`config.mk`:
```
export PLATFORM = sky130hd
export DESIGN_NAME = jtp_tap_pin_ctrl
export DESIGN_NICKNAME = d
export VERILOG_FILES = /design/src/jtp_tap_pin_ctrl.v
export VERILOG_INCLUDE_DIRS = /design/src
export SDC_FILE = /design/constraint.sdc
export NUM_CORES = 1
export LEC_CHECK = 0
export ABC_AREA = 1
export BUFFER_PORTS_ARGS = -buffer_cell sky130_fd_sc_hd__buf_2
export CAP_MARGIN = 5
export CORE_ASPECT_RATIO = 1.1
export CORE_MARGIN = 2
export CORE_UTILIZATION = 49
export DETAILED_ROUTE_END_ITERATION = 10
export GPL_TIMING_DRIVEN = 1
export PLACE_DENSITY = 0.78
export SETUP_SLACK_MARGIN = 0.1
export SYNTH_ARGS = -nofsm -noshare
export SYNTH_HDL_FRONTEND = slang
export SYNTH_SLANG_ARGS = --single-unit
```
`constraint.sdc`:
```
create_clock -name core_clk_in -period 2.7 [get_ports core_clk_in]
set_clock_uncertainty 0.2 [all_clocks]
set_input_delay 0.135 -clock core_clk_in [delete_from_list [all_inputs] [get_ports core_clk_in]]
set_output_delay 0.135 -clock core_clk_in [all_outputs]
set_load 0.02 [all_outputs]
```
`src/jtp_defs.vh`:
```
// Constants for the scan test access port pin control block
`ifndef JTP_DEFS_VH
`define JTP_DEFS_VH
// TAP states, 4-bit binary codes
`define JTP_ST_RESET 4'h0
`define JTP_ST_IDLE 4'h1
`define JTP_ST_SEL_DR 4'h2
`define JTP_ST_CAP_DR 4'h3
`define JTP_ST_SH_DR 4'h4
`define JTP_ST_EX1_DR 4'h5
`define JTP_ST_PAU_DR 4'h6
`define JTP_ST_EX2_DR 4'h7
`define JTP_ST_UPD_DR 4'h8
`define JTP_ST_SEL_IR 4'h9
`define JTP_ST_CAP_IR 4'hA
`define JTP_ST_SH_IR 4'hB
`define JTP_ST_EX1_IR 4'hC
`define JTP_ST_PAU_IR 4'hD
`define JTP_ST_EX2_IR 4'hE
`define JTP_ST_UPD_IR 4'hF
// Register widths
`define JTP_IR_W 4
`define JTP_DR_W 32
// Instruction values: capture, reset and bypass
`define JTP_IR_CAPTURE 4'h1
`define JTP_IR_RESET 4'hF
`define JTP_IR_BYPASS 4'hF
`endif

```
`src/jtp_tap_pin_ctrl.v`:
```
// Scan test access port: pin sampling, TAP machine, shift paths, debug modes
`timescale 1ns/1ps
`include "jtp_defs.vh"

// Function
// - Test reset high gives scan system control
// - Test reset low: functional mode, ignore scan
// - Mode select sampled on rising test clock
// - Data in captured on rising test clock
// - Data out shifted on falling test clock
// - Pins 1/0 plus reset rise: boundary-scan
// - Pins 0/1 at reset end: debug hold
module jtp_tap_pin_ctrl (
  input wire core_clk_in,
  input wire rst_in,
  input wire tck_in,
  input wire tms_in,
  input wire tdi_in,
  input wire trst_in,
  input wire first_debug_pin_in,
  input wire second_debug_pin_in,
  input wire [`JTP_DR_W-1:0] dr_capture_in,
  output reg tdo_out,
  output reg tdo_oe_n_out,
  output reg scan_control_out,
  output reg boundary_scan_out,
  output reg boot_suspend_debug_hold_out,
  output reg [3:0] tap_state_out,
  output reg [`JTP_IR_W-1:0] ir_out,
  output reg [`JTP_DR_W-1:0] dr_update_out,
  output reg dr_update_stb_out
);

  // Synchroniser stages; first stage read only by the second
  // Bit 4 first debug pin, 3 test reset, 2 data in, 1 mode select, 0 test clock
  reg [4:0] sync1_ff;
  reg [4:0] sync2_ff;
  // Second debug pin has its own pair of stages
  reg second_sync1_ff; // First stage
  reg second_sync_ff; // Second stage, the only one read by logic
  // Previous sampled clock and reset for edge finding
  // Both reset low, the idle level of their pins, so no false edge follows reset
  reg tck_prev_ff;
  reg trst_prev_ff;
  // Internal shift registers
  reg [`JTP_IR_W-1:0] ir_sh_ff; // Instruction shift stage
  reg [`JTP_DR_W-1:0] dr_sh_ff; // Data shift stage; bit 0 doubles as the bypass bit
  // Next TAP state, decoded from the current state and mode select
  reg [3:0] nxt_state;

  // Synchronised copies of the probe pins
  wire tck_s = sync2_ff[0]; // Test clock
  wire tms_s = sync2_ff[1]; // Mode select
  wire tdi_s = sync2_ff[2]; // Data in
  wire trst_s = sync2_ff[3]; // Test reset
  wire dbg1_s = sync2_ff[4]; // First debug pin
  wire dbg2_s = second_sync_ff; // Second debug pin
  // Edges of the sampled test clock and test reset
  // A test clock edge is found one core clock after it leaves the synchroniser
  wire tck_rise = tck_s & ~tck_prev_ff;
  wire tck_fall = ~tck_s & tck_prev_ff;
  wire trst_rise = trst_s & ~trst_prev_ff;
  wire trst_fall = ~trst_s & trst_prev_ff;
  // Bypass instruction selected: one-bit data path
  wire bypass_sel = (ir_out == `JTP_IR_BYPASS);
  // Scan logic is live only while test reset is high
  // Test reset low means functional mode; every scan pin is then ignored
  wire scan_en = trst_s;

  // Two-flop synchronisers for every pin from the probe
  // Latency is two core clocks, plus one for edge finding; the probe must
  // hold each test clock level for more than three core clocks
  always @(posedge core_clk_in or posedge rst_in) begin
    if (rst_in) begin
      sync1_ff <= 5'h0_0;
      sync2_ff <= 5'h0_0;
      second_sync1_ff <= 1'b0;
      second_sync_ff <= 1'b0;
      tck_prev_ff <= 1'b0;
      trst_prev_ff <= 1'b0;
    end else begin
      sync1_ff <= {first_debug_pin_in, trst_in, tdi_in, tms_in, tck_in};
      sync2_ff <= sync1_ff;
      second_sync1_ff <= second_debug_pin_in;
      second_sync_ff <= second_sync1_ff;
      tck_prev_ff <= tck_s;
      trst_prev_ff <= trst_s;
    end
  end

  // TAP next state from mode select
  // Pure decode; the state only takes this value where a test clock rise is seen,
  // so mode select needs no further qualifying here
  // Unused codes cannot occur, but fall back to reset if they do
  // Mode select is read from the same synchroniser as the test clock
  always @* begin
    case (tap_state_out)
      `JTP_ST_RESET: nxt_state = tms_s ? `JTP_ST_RESET : `JTP_ST_IDLE;
      `JTP_ST_IDLE: nxt_state = tms_s ? `JTP_ST_SEL_DR : `JTP_ST_IDLE;
      `JTP_ST_SEL_DR: nxt_state = tms_s ? `JTP_ST_SEL_IR : `JTP_ST_CAP_DR;
      `JTP_ST_CAP_DR: nxt_state = tms_s ? `JTP_ST_EX1_DR : `JTP_ST_SH_DR;
      `JTP_ST_SH_DR: nxt_state = tms_s ? `JTP_ST_EX1_DR : `JTP_ST_SH_DR;
      `JTP_ST_EX1_DR: nxt_state = tms_s ? `JTP_ST_UPD_DR : `JTP_ST_PAU_DR;
      `JTP_ST_PAU_DR: nxt_state = tms_s ? `JTP_ST_EX2_DR : `JTP_ST_PAU_DR;
      `JTP_ST_EX2_DR: nxt_state = tms_s ? `JTP_ST_UPD_DR : `JTP_ST_SH_DR;
      `JTP_ST_UPD_DR: nxt_state = tms_s ? `JTP_ST_SEL_DR : `JTP_ST_IDLE;
      `JTP_ST_SEL_IR: nxt_state = tms_s ? `JTP_ST_RESET : `JTP_ST_CAP_IR;
      `JTP_ST_CAP_IR: nxt_state = tms_s ? `JTP_ST_EX1_IR : `JTP_ST_SH_IR;
      `JTP_ST_SH_IR: nxt_state = tms_s ? `JTP_ST_EX1_IR : `JTP_ST_SH_IR;
      `JTP_ST_EX1_IR: nxt_state = tms_s ? `JTP_ST_UPD_IR : `JTP_ST_PAU_IR;
      `JTP_ST_PAU_IR: nxt_state = tms_s ? `JTP_ST_EX2_IR : `JTP_ST_PAU_IR;
      `JTP_ST_EX2_IR: nxt_state = tms_s ? `JTP_ST_UPD_IR : `JTP_ST_SH_IR;
      `JTP_ST_UPD_IR: nxt_state = tms_s ? `JTP_ST_SEL_DR : `JTP_ST_IDLE;
      default: nxt_state = `JTP_ST_RESET;
    endcase
  end

  // Rising test clock: state step, capture and shift in
  // Update happens on the rise that leaves an update state; this is half a
  // test clock later than a falling-edge update, traded for a single
  // edge detector path
  // Low test reset holds the machine in its reset state on every core clock
  always @(posedge core_clk_in or posedge rst_in) begin
    if (rst_in) begin
      tap_state_out <= `JTP_ST_RESET;
      ir_sh_ff <= 4'h0;
      dr_sh_ff <= 32'h0000_0000;
      ir_out <= `JTP_IR_RESET;
      dr_update_out <= 32'h0000_0000;
      dr_update_stb_out <= 1'b0;
    end else begin
      dr_update_stb_out <= 1'b0;
      if (!scan_en) begin
        // Scan held in reset while test reset is low
        tap_state_out <= `JTP_ST_RESET;
        ir_out <= `JTP_IR_RESET;
      end else if (tck_rise) begin
        tap_state_out <= nxt_state;
        case (tap_state_out)
          // Leaving reset reloads the bypass instruction
          `JTP_ST_RESET: ir_out <= `JTP_IR_RESET;
          `JTP_ST_CAP_IR: ir_sh_ff <= `JTP_IR_CAPTURE;
          `JTP_ST_SH_IR: ir_sh_ff <= {tdi_s, ir_sh_ff[`JTP_IR_W-1:1]};
          // New instruction takes effect here
          `JTP_ST_UPD_IR: ir_out <= ir_sh_ff;
          `JTP_ST_CAP_DR: begin
            // Bypass captures zero so the probe can count its chain length
            if (bypass_sel) begin
              dr_sh_ff <= 32'h0000_0000;
            end else begin
              // Any other instruction loads the word offered at the port
              dr_sh_ff <= dr_capture_in;
            end
          end
          `JTP_ST_SH_DR: begin
            // Bypass uses one bit; others the full word
            if (bypass_sel) begin
              dr_sh_ff <= {31'h0000_0000, tdi_s};
            end else begin
              dr_sh_ff <= {tdi_s, dr_sh_ff[`JTP_DR_W-1:1]};
            end
          end
          // Hand the shifted word on with a one-cycle strobe
          `JTP_ST_UPD_DR: begin
            dr_update_out <= dr_sh_ff;
            dr_update_stb_out <= 1'b1;
          end
          // Other states leave both shift stages alone
          default: ir_sh_ff <= ir_sh_ff;
        endcase
      end
    end
  end

  // Falling test clock: drive data out only in shift states
  // Data out is launched three core clocks after the test clock falls,
  // which leaves the probe the low phase less those clocks of setup margin
  // The enable is active low and goes inactive outside shift states
  always @(posedge core_clk_in or posedge rst_in) begin
    if (rst_in) begin
      tdo_out <= 1'b0;
      tdo_oe_n_out <= 1'b1;
    end else if (!scan_en) begin
      // Line released while the scan system is idle
      tdo_oe_n_out <= 1'b1;
    end else if (tck_fall) begin
      // Shift states own the line; all others release it
      if (tap_state_out == `JTP_ST_SH_IR) begin
        tdo_out <= ir_sh_ff[0];
        tdo_oe_n_out <= 1'b0;
      end else if (tap_state_out == `JTP_ST_SH_DR) begin
        tdo_out <= dr_sh_ff[0];
        tdo_oe_n_out <= 1'b0;
      end else begin
        tdo_oe_n_out <= 1'b1;
      end
    end
  end

  // Mode latches: scan control, boundary-scan, debug hold
  // Debug pins pass the same synchroniser depth as test reset,
  // so a pin that settles before the reset edge is seen in time
  // Boundary-scan ends at a test reset fall; debug hold is re-judged there
  always @(posedge core_clk_in or posedge rst_in) begin
    if (rst_in) begin
      scan_control_out <= 1'b0;
      boundary_scan_out <= 1'b0;
      boot_suspend_debug_hold_out <= 1'b0;
    end else begin
      // Scan control follows test reset with the synchroniser delay plus one register clock
      scan_control_out <= scan_en;
      // Boundary-scan latches on a test reset rise with pins high, low
      if (trst_rise && dbg1_s && !dbg2_s) begin
        boundary_scan_out <= 1'b1;
      end else if (trst_fall) begin
        boundary_scan_out <= 1'b0;
      end
      // Pins checked at test reset release
      if (trst_fall) begin
        boot_suspend_debug_hold_out <= !dbg1_s && dbg2_s;
      end
    end
  end

endmodule // jtp_tap_pin_ctrl

```
==> results of run 1 <==
==> stage by stage <==
stage                     total power [mW]  setup slack (ns)  hold WS, ns
after floorplan                      1.574            0.9903     -0.03357
after global placement               1.635            0.6127      -0.1384
after detailed placement             1.639            0.5779      -0.1358
after CTS                            2.620            0.5472      0.01558
after global routing                 2.704            0.3289      0.02279
final                                2.593            0.5605      0.03047
==> path summary, 6_finish.rpt <==
| kind | start | end | slack, ns | cells after the start |
|---|---|---|---|---|
| setup reg to reg | tap_state_out[2]$_DFFE_PP0P_ | dr_sh_ff[25]$_DFFE_PP0P_ | 0.56 | 8 |
| hold / removal | rst_in | dr_update_out[4]$_DFFE_PP0P_ | 0.03 | 3 |
| setup / recovery | tap_state_out[2]$_DFFE_PP0P_ | dr_sh_ff[25]$_DFFE_PP0P_ | 0.56 | 8 |
| hold reg to reg | sync1_ff[0]$_DFF_PP0_ | sync2_ff[0]$_DFF_PP0_ | 0.15 | 0 |
| max in group asynchronous | rst_in | dr_sh_ff[20]$_DFFE_PP0P_ | 1.67 | 4 |
| min in group core_clk_in | sync1_ff[0]$_DFF_PP0_ | sync2_ff[0]$_DFF_PP0_ | 0.15 | 0 |
==> layout make-up <==
| type | count | area [um2] |
|---|---|---|
| fillers | 738 | 3069 |
| flip-flops and latches | 95 | 2384 |
| multi-input cells | 343 | 1484 |
| clock inverters | 6 | 71.32 |
| well taps | 111 | 138.9 |
| inverters | 82 | 311.5 |
| repair buffers | 129 | 865.8 |
| clock buffers | 10 | 127.6 |
==> power by group through the flow <==
| stage | clock network (mW) | logic (mW) | registers, mW |
|---|---|---|---|
| 2_1_floorplan | 0 | 0.0763 | 1.50 |
| 3_3_place_gp | 0 | 0.147 | 1.49 |
| 3_5_place_dp | 0 | 0.149 | 1.49 |
| 4_1_cts | 0.966 | 0.193 | 1.46 |
| 5_1_grt | 1.02 | 0.215 | 1.47 |
| 6_report | 0.940 | 0.191 | 1.46 |
==> Yosys cell counts <==
library cell,count,area (um2)
nor2_4,3,33.78
nor3_1,1,5.000
o21ai_1,63,315.3
a21oi_1,5,25.02
o31ai_1,1,7.510
inv_2,3,11.26
nand3_2,1,10.01
buf_6,3,33.78
clkbuf_1,5,18.77
nor2_8,1,20.02
nand3_1,13,65.06
inv_1,79,296.5
nand2_1,150,563.0
dfrtp_1,90,2252
buf_4,1,7.510
nand2_4,1,11.26
nor2_1,83,311.6
dfstp_2,5,131.4
nand3b_1,1,7.510
o21ai_0,15,75.07
nand2_2,2,12.51
buf_2,13,65.06
nor2_2,2,12.51
o41ai_1,1,8.760
==> state kept, by name, indices dropped and copies added, names as in the netlist, 4 cells and up <==
name / flops
dr_sh_ff: 32
dr_update_out: 32
ir_out: 4
ir_sh_ff: 4
sync1_ff: 5
sync2_ff: 5
tap_state_out: 4
==> layer usage <==
metal  part of all wire [%]  GRT usage [%]  up-vias
met5                      0              0        -
li1                       -              -     1886
met4                    2.0          8.710        0
met1                     45          29.40     1722
met2                     47          34.81      111
met3                    5.5          3.982       20
==> cell usage in the layout, fill, tap and decap left out, types with 2 or more instances in the layout <==
master	count
clkinvlp_4	3
dfstp_2	5
o21ai_0	15
buf_2	85
nor2_1	83
clkbuf_8	9
buf_4	4
nor2_4	3
nand2_2	2
inv_1	78
nand3_1	13
a21oi_1	5
nand2_1	150
nor2_2	2
o21ai_1	63
inv_2	3
dfrtp_1	90
clkinv_4	3
dlygate4sd3_1	39
==> timing repair <==
action | 4_1_cts | 5_1_grt
setup endpoints to repair | 0 | 0
hold buffers | 39 | 0
endpoints found under the hold margin | 128 | 0
==> worst max-delay path: stages, from the launching register on <==
cell and delay (ns):
dfrtp_1 0.59, inv_2 0.07, nor2_2 0.15, nand2_2 0.11, nand2_2 0.09, nand2_4 0.22
nor2_8 0.41, o21ai_1 0.14, nand2_1 0.09
==> logic make-up (layout without fill, tap and decap cells) <==
family	after synthesis	count (layout)	share of synthesized area (%)
compound gates	85	85	10.04
buf+inv	104	227	10.07
flops	95	95	55.43
simple gates	258	258	24.47
==> results.toml, run 1 <==
[clock_network]
cts.htree.levels = 3
cts_resized = 0
cts_num_sinks = 95
post-cts-setup-buffers = 0
cts_root_buffer = "clkbuf_8"
cts_tree = "built"
clk_latency_ns = 0.37
cts_made_buffers = 9
clock_path_buffers = 2
path_clk_slew_ns = 0.09

[logic_synthesis]
syn_inst = 542
syn_nets = 582
yosys_warnings = 0
yosysSeqAreaShare_pct = 55.43
netlist_area_um2 = 4300
synthDistinctLibCells = 24
synth_seq_cells = 95
syn_area_per_cell_um2 = 7.934

[detailed_routing]
drt_iter0_drc = 205
wl_per_cell_um = 12.45
totalWireLength_um = 9662
drc = 0
ant_nets = 0
drt_first_pass_iters = 4
vias = 3739
via_per_inst = 4.818

[timing]
report.final.slew_viol_count = 0
fin_crit_sh_pct = 79.24
setup_viol = 0
rsz0062_at_grt = "no"
clock.fmax_mhz = 467.4
fin_tns_setup_ns = 0
period_needed_ns = 2.139
tightest_slew_ns = 0.6185
hold_violations = 0
timing.slew.headroom_pct = 58.77

[global_routing]
grt_pass1_wl_um = 16470
grt_max_degree = 65
track_usage_pct = 21.68
grt_pass1_vias = 3573
grt.overflow.total = 0
antenna_found_initial = 0

[final_layout]
area_growth_pct = 25.17
diodes = 0
fin_area_um2 = 5383
fin_util_pct = 63.69
nNetsFinal = 700
drive_gt1_share_pct = 18.65
stdcell_count = 776

[floorplan]
core-area_um2 = 8452
start_util_pct = 50.88
io_pins = 86
die_y_um = 102.3
dieArea_um2 = 9542
die_x_um = 93.32
num_rows = 35

[place]
numPlacedInstances = 721
dp_hpwl_um = 6511
place.gp.congestion = 0.8160
port_buffers = 85
postPlaceCellArea_um2 = 4793

[power_and_ir_drop]
p_int_mw = 1.968
switching_power_uw = 625.1
pwr-share-clk_pct = 36.3
p_leak_nw = 3.198
power_frac_seq_pct = 56.4
ir_worst_vdd_uv = 305.7
swShare_pct = 24.10
power.density_nw_per_um2 = 481.8
power_frac_comb_pct = 7.4

[min_path]
hold_path_class = "in2async"

[worst_setup_path]
cp.arrival_ns = 2.24
cp.required_ns = 2.80
cp-end-kind = "register"
cp-start-kind = "register"
critical_path.max_fanout = 34
critPathKind = "reg2reg"

[run_status]
outcome = "completed"

[job]
drv_cap = 0
(Power assumes the default switching activity.)
==> run 2: changes to the inputs <==
--- a/config.mk
+++ b/config.mk
@@ -11,10 +11,10 @@
 export CAP_MARGIN = 5
 export CORE_ASPECT_RATIO = 1.1
 export CORE_MARGIN = 2
-export CORE_UTILIZATION = 49
+export CORE_UTILIZATION = 55
 export DETAILED_ROUTE_END_ITERATION = 10
 export GPL_TIMING_DRIVEN = 1
-export PLACE_DENSITY = 0.78
+export PLACE_DENSITY = 0.83
 export SETUP_SLACK_MARGIN = 0.1
 export SYNTH_ARGS = -nofsm -noshare
 export SYNTH_HDL_FRONTEND = slang
==> constraint.sdc (replaced) <==
create_clock -name core_clk_in -period 2 [get_ports core_clk_in]
set_clock_uncertainty 0.2 [all_clocks]
set_input_delay 0.1 -clock core_clk_in [delete_from_list [all_inputs] [get_ports core_clk_in]]
set_output_delay 0.1 -clock core_clk_in [all_outputs]
set_load 0.02 [all_outputs]
==> results.toml, run 2 (synthesized netlist as in run 1, its figures left out) <==
[final_layout]
nNetsFinal = 713
diodes = 0
top_regs = "dr_sh_ff x32, dr_update_out x32"
layout_common_cells = "nand2_1, dfrtp_1, buf_2"
final_common_cell = "nand2_1"
multi_input_area_um2 = 1511
area_growth_pct = 27.81
drive_gt1_share_pct = 20.80
stdcell_count = 783
nFillCells = 603
register_area_um2 = 2389

[min_path]
hold_path_class = "in2async"

[worst_setup_path]
cp-start-kind = "register"
cp.arrival_ns = 1.89
critical_path.max_fanout = 17
worst-r2r-cell-count = 7
cp-end-kind = "register"
cp.required_ns = 2.10
critPathKind = "reg2reg"

[clock_network]
cts_tree = "built"
cts_made_buffers = 9
cts_root_buffer = "clkbuf_8"
clk_latency_ns = 0.37
clock_path_buffers = 2
cts_num_sinks = 95
path_clk_slew_ns = 0.09
cts.htree.levels = 3

[global_routing]
grt_pass1_wl_um = 16270
track_usage_pct = 23.88
grt_max_degree = 65
grt.overflow.total = 0
grt_pass1_vias = 3648
antenna_found_initial = 0

[timing]
fin_tns_setup_ns = 0
setup_viol = 0
report.final.slew_viol_count = 0
fin_crit_sh_pct = 89.17
tightest_slew_ns = 0.4248
clock.fmax_mhz = 560.7
rsz0062_at_grt = "no"
period_needed_ns = 1.783
hold_violations = 0
timing.slew.headroom_pct = 71.49

[job]
drv_cap = 0

[floorplan]
num_rows = 33
io_pins = 86
die_y_um = 96.74
dieArea_um2 = 8543
die_x_um = 88.31
start_util_pct = 57.23
core-area_um2 = 7515

[power_and_ir_drop]
power.density_nw_per_um2 = 622.0
p_leak_nw = 3.268
ir_worst_vdd_uv = 427.7

[place]
place.gp.congestion = 0.9520
numPlacedInstances = 721
port_buffers = 85
dp_hpwl_um = 6197

[detailed_routing]
drc = 0
via_per_inst = 4.935
wl_per_cell_um = 12.43
drt_first_pass_iters = 5
drt_iter0_drc = 256
vias = 3864
ant_nets = 0
totalWireLength_um = 9731

[run_status]
outcome = "completed"
## run 2: cell count changes in the layout (fill, tap and decap cells not counted), moves of 2 or more
cell | before | now
clkinv_4 | 3 | 0
dfrtp_1 | 90 | 86
buf_4 | 4 | 11
dfrtp_2 | 0 | 4
clkinvlp_4 | 3 | 5
inv_6 | 0 | 3
buf_6 | 0 | 2
nor2_4 | 3 | 6
## run 2: power breakdown
group | switching (mW) | internal [mW]
Sequential | 0.0171 | 1.95
Clock | 0.708 | 0.464
Combinational | 0.147 | 0.130
Total | 0.872 | 2.55
## run 2: timing repair
action	in CTS	in global routing
setup buffers	2	3
hold buffers	39	0
pin swaps	2	2
resized for setup	0	7
hold endpoints to repair	133	0
endpoints found under the setup margin	31	38
cloned	1	1
## run 2: layout make-up
type	instances	share of cell area [%]
sequential	95	43.46
multi-input combinational	345	27.50
timing repair buffer	140	17.71
inverter	82	5.668
tap	105	2.390
clock buffer	9	2.254
clock inverter	7	1.024
## run 2: worst paths after layout
path,end,start,slack (ns)
min in group core_clk_in,sync2_ff[3]$_DFF_PP0_,sync1_ff[3]$_DFF_PP0_,0.16
worst max-delay path,dr_sh_ff[11]$_DFFE_PP0P_,tap_state_out[3]$_DFFE_PP0P_,0.22
worst max register to register,dr_sh_ff[11]$_DFFE_PP0P_,tap_state_out[3]$_DFFE_PP0P_,0.22
worst min register to register,sync2_ff[3]$_DFF_PP0_,sync1_ff[3]$_DFF_PP0_,0.16
max in group asynchronous,dr_sh_ff[28]$_DFFE_PP0P_,rst_in,1.16
worst min-delay path,dr_update_out[4]$_DFFE_PP0P_,rst_in,0.14
## run 2: layer usage
metal | vias to the layer above | part of all wire (%) | global-route usage [%]
met4 | 0 | 3.1 | 10.49
li1 | 1910 | - | -
met3 | 34 | 5.3 | 5.034
met1 | 1792 | 44 | 32.41
met2 | 128 | 48 | 36.90
met5 | - | 0 | 0
## run 2: critical path, stage by stage, from the launching register on
cell and delay, ns:
dfrtp_2 0.50, nor2_4 0.19, nand2_1 0.11, nand2_2 0.09, nand2_4 0.16, nor2_4 0.29
o21ai_1 0.10, nand2_1 0.06
## run 2: per-stage QoR
step | power [mW] | utilization [%] | hold WS, ns | setup WS, ns | instance area [um2]
finish | 3.419 | 73.14 | 0.1418 | 0.2166 | 5497
global route | 3.556 | 73.14 | 0.1650 | 0.1102 | 5497
CTS | 3.425 | 72.39 | 0.1490 | 0.1084 | 5440
detailed placement | 2.217 | 64.45 | -0.003957 | 0.05817 | 4843
global placement | 2.211 | 64.45 | -0.006657 | 0.09663 | 4843
floorplan | 2.124 | - | -0.06857 | 0.2903 | 4304
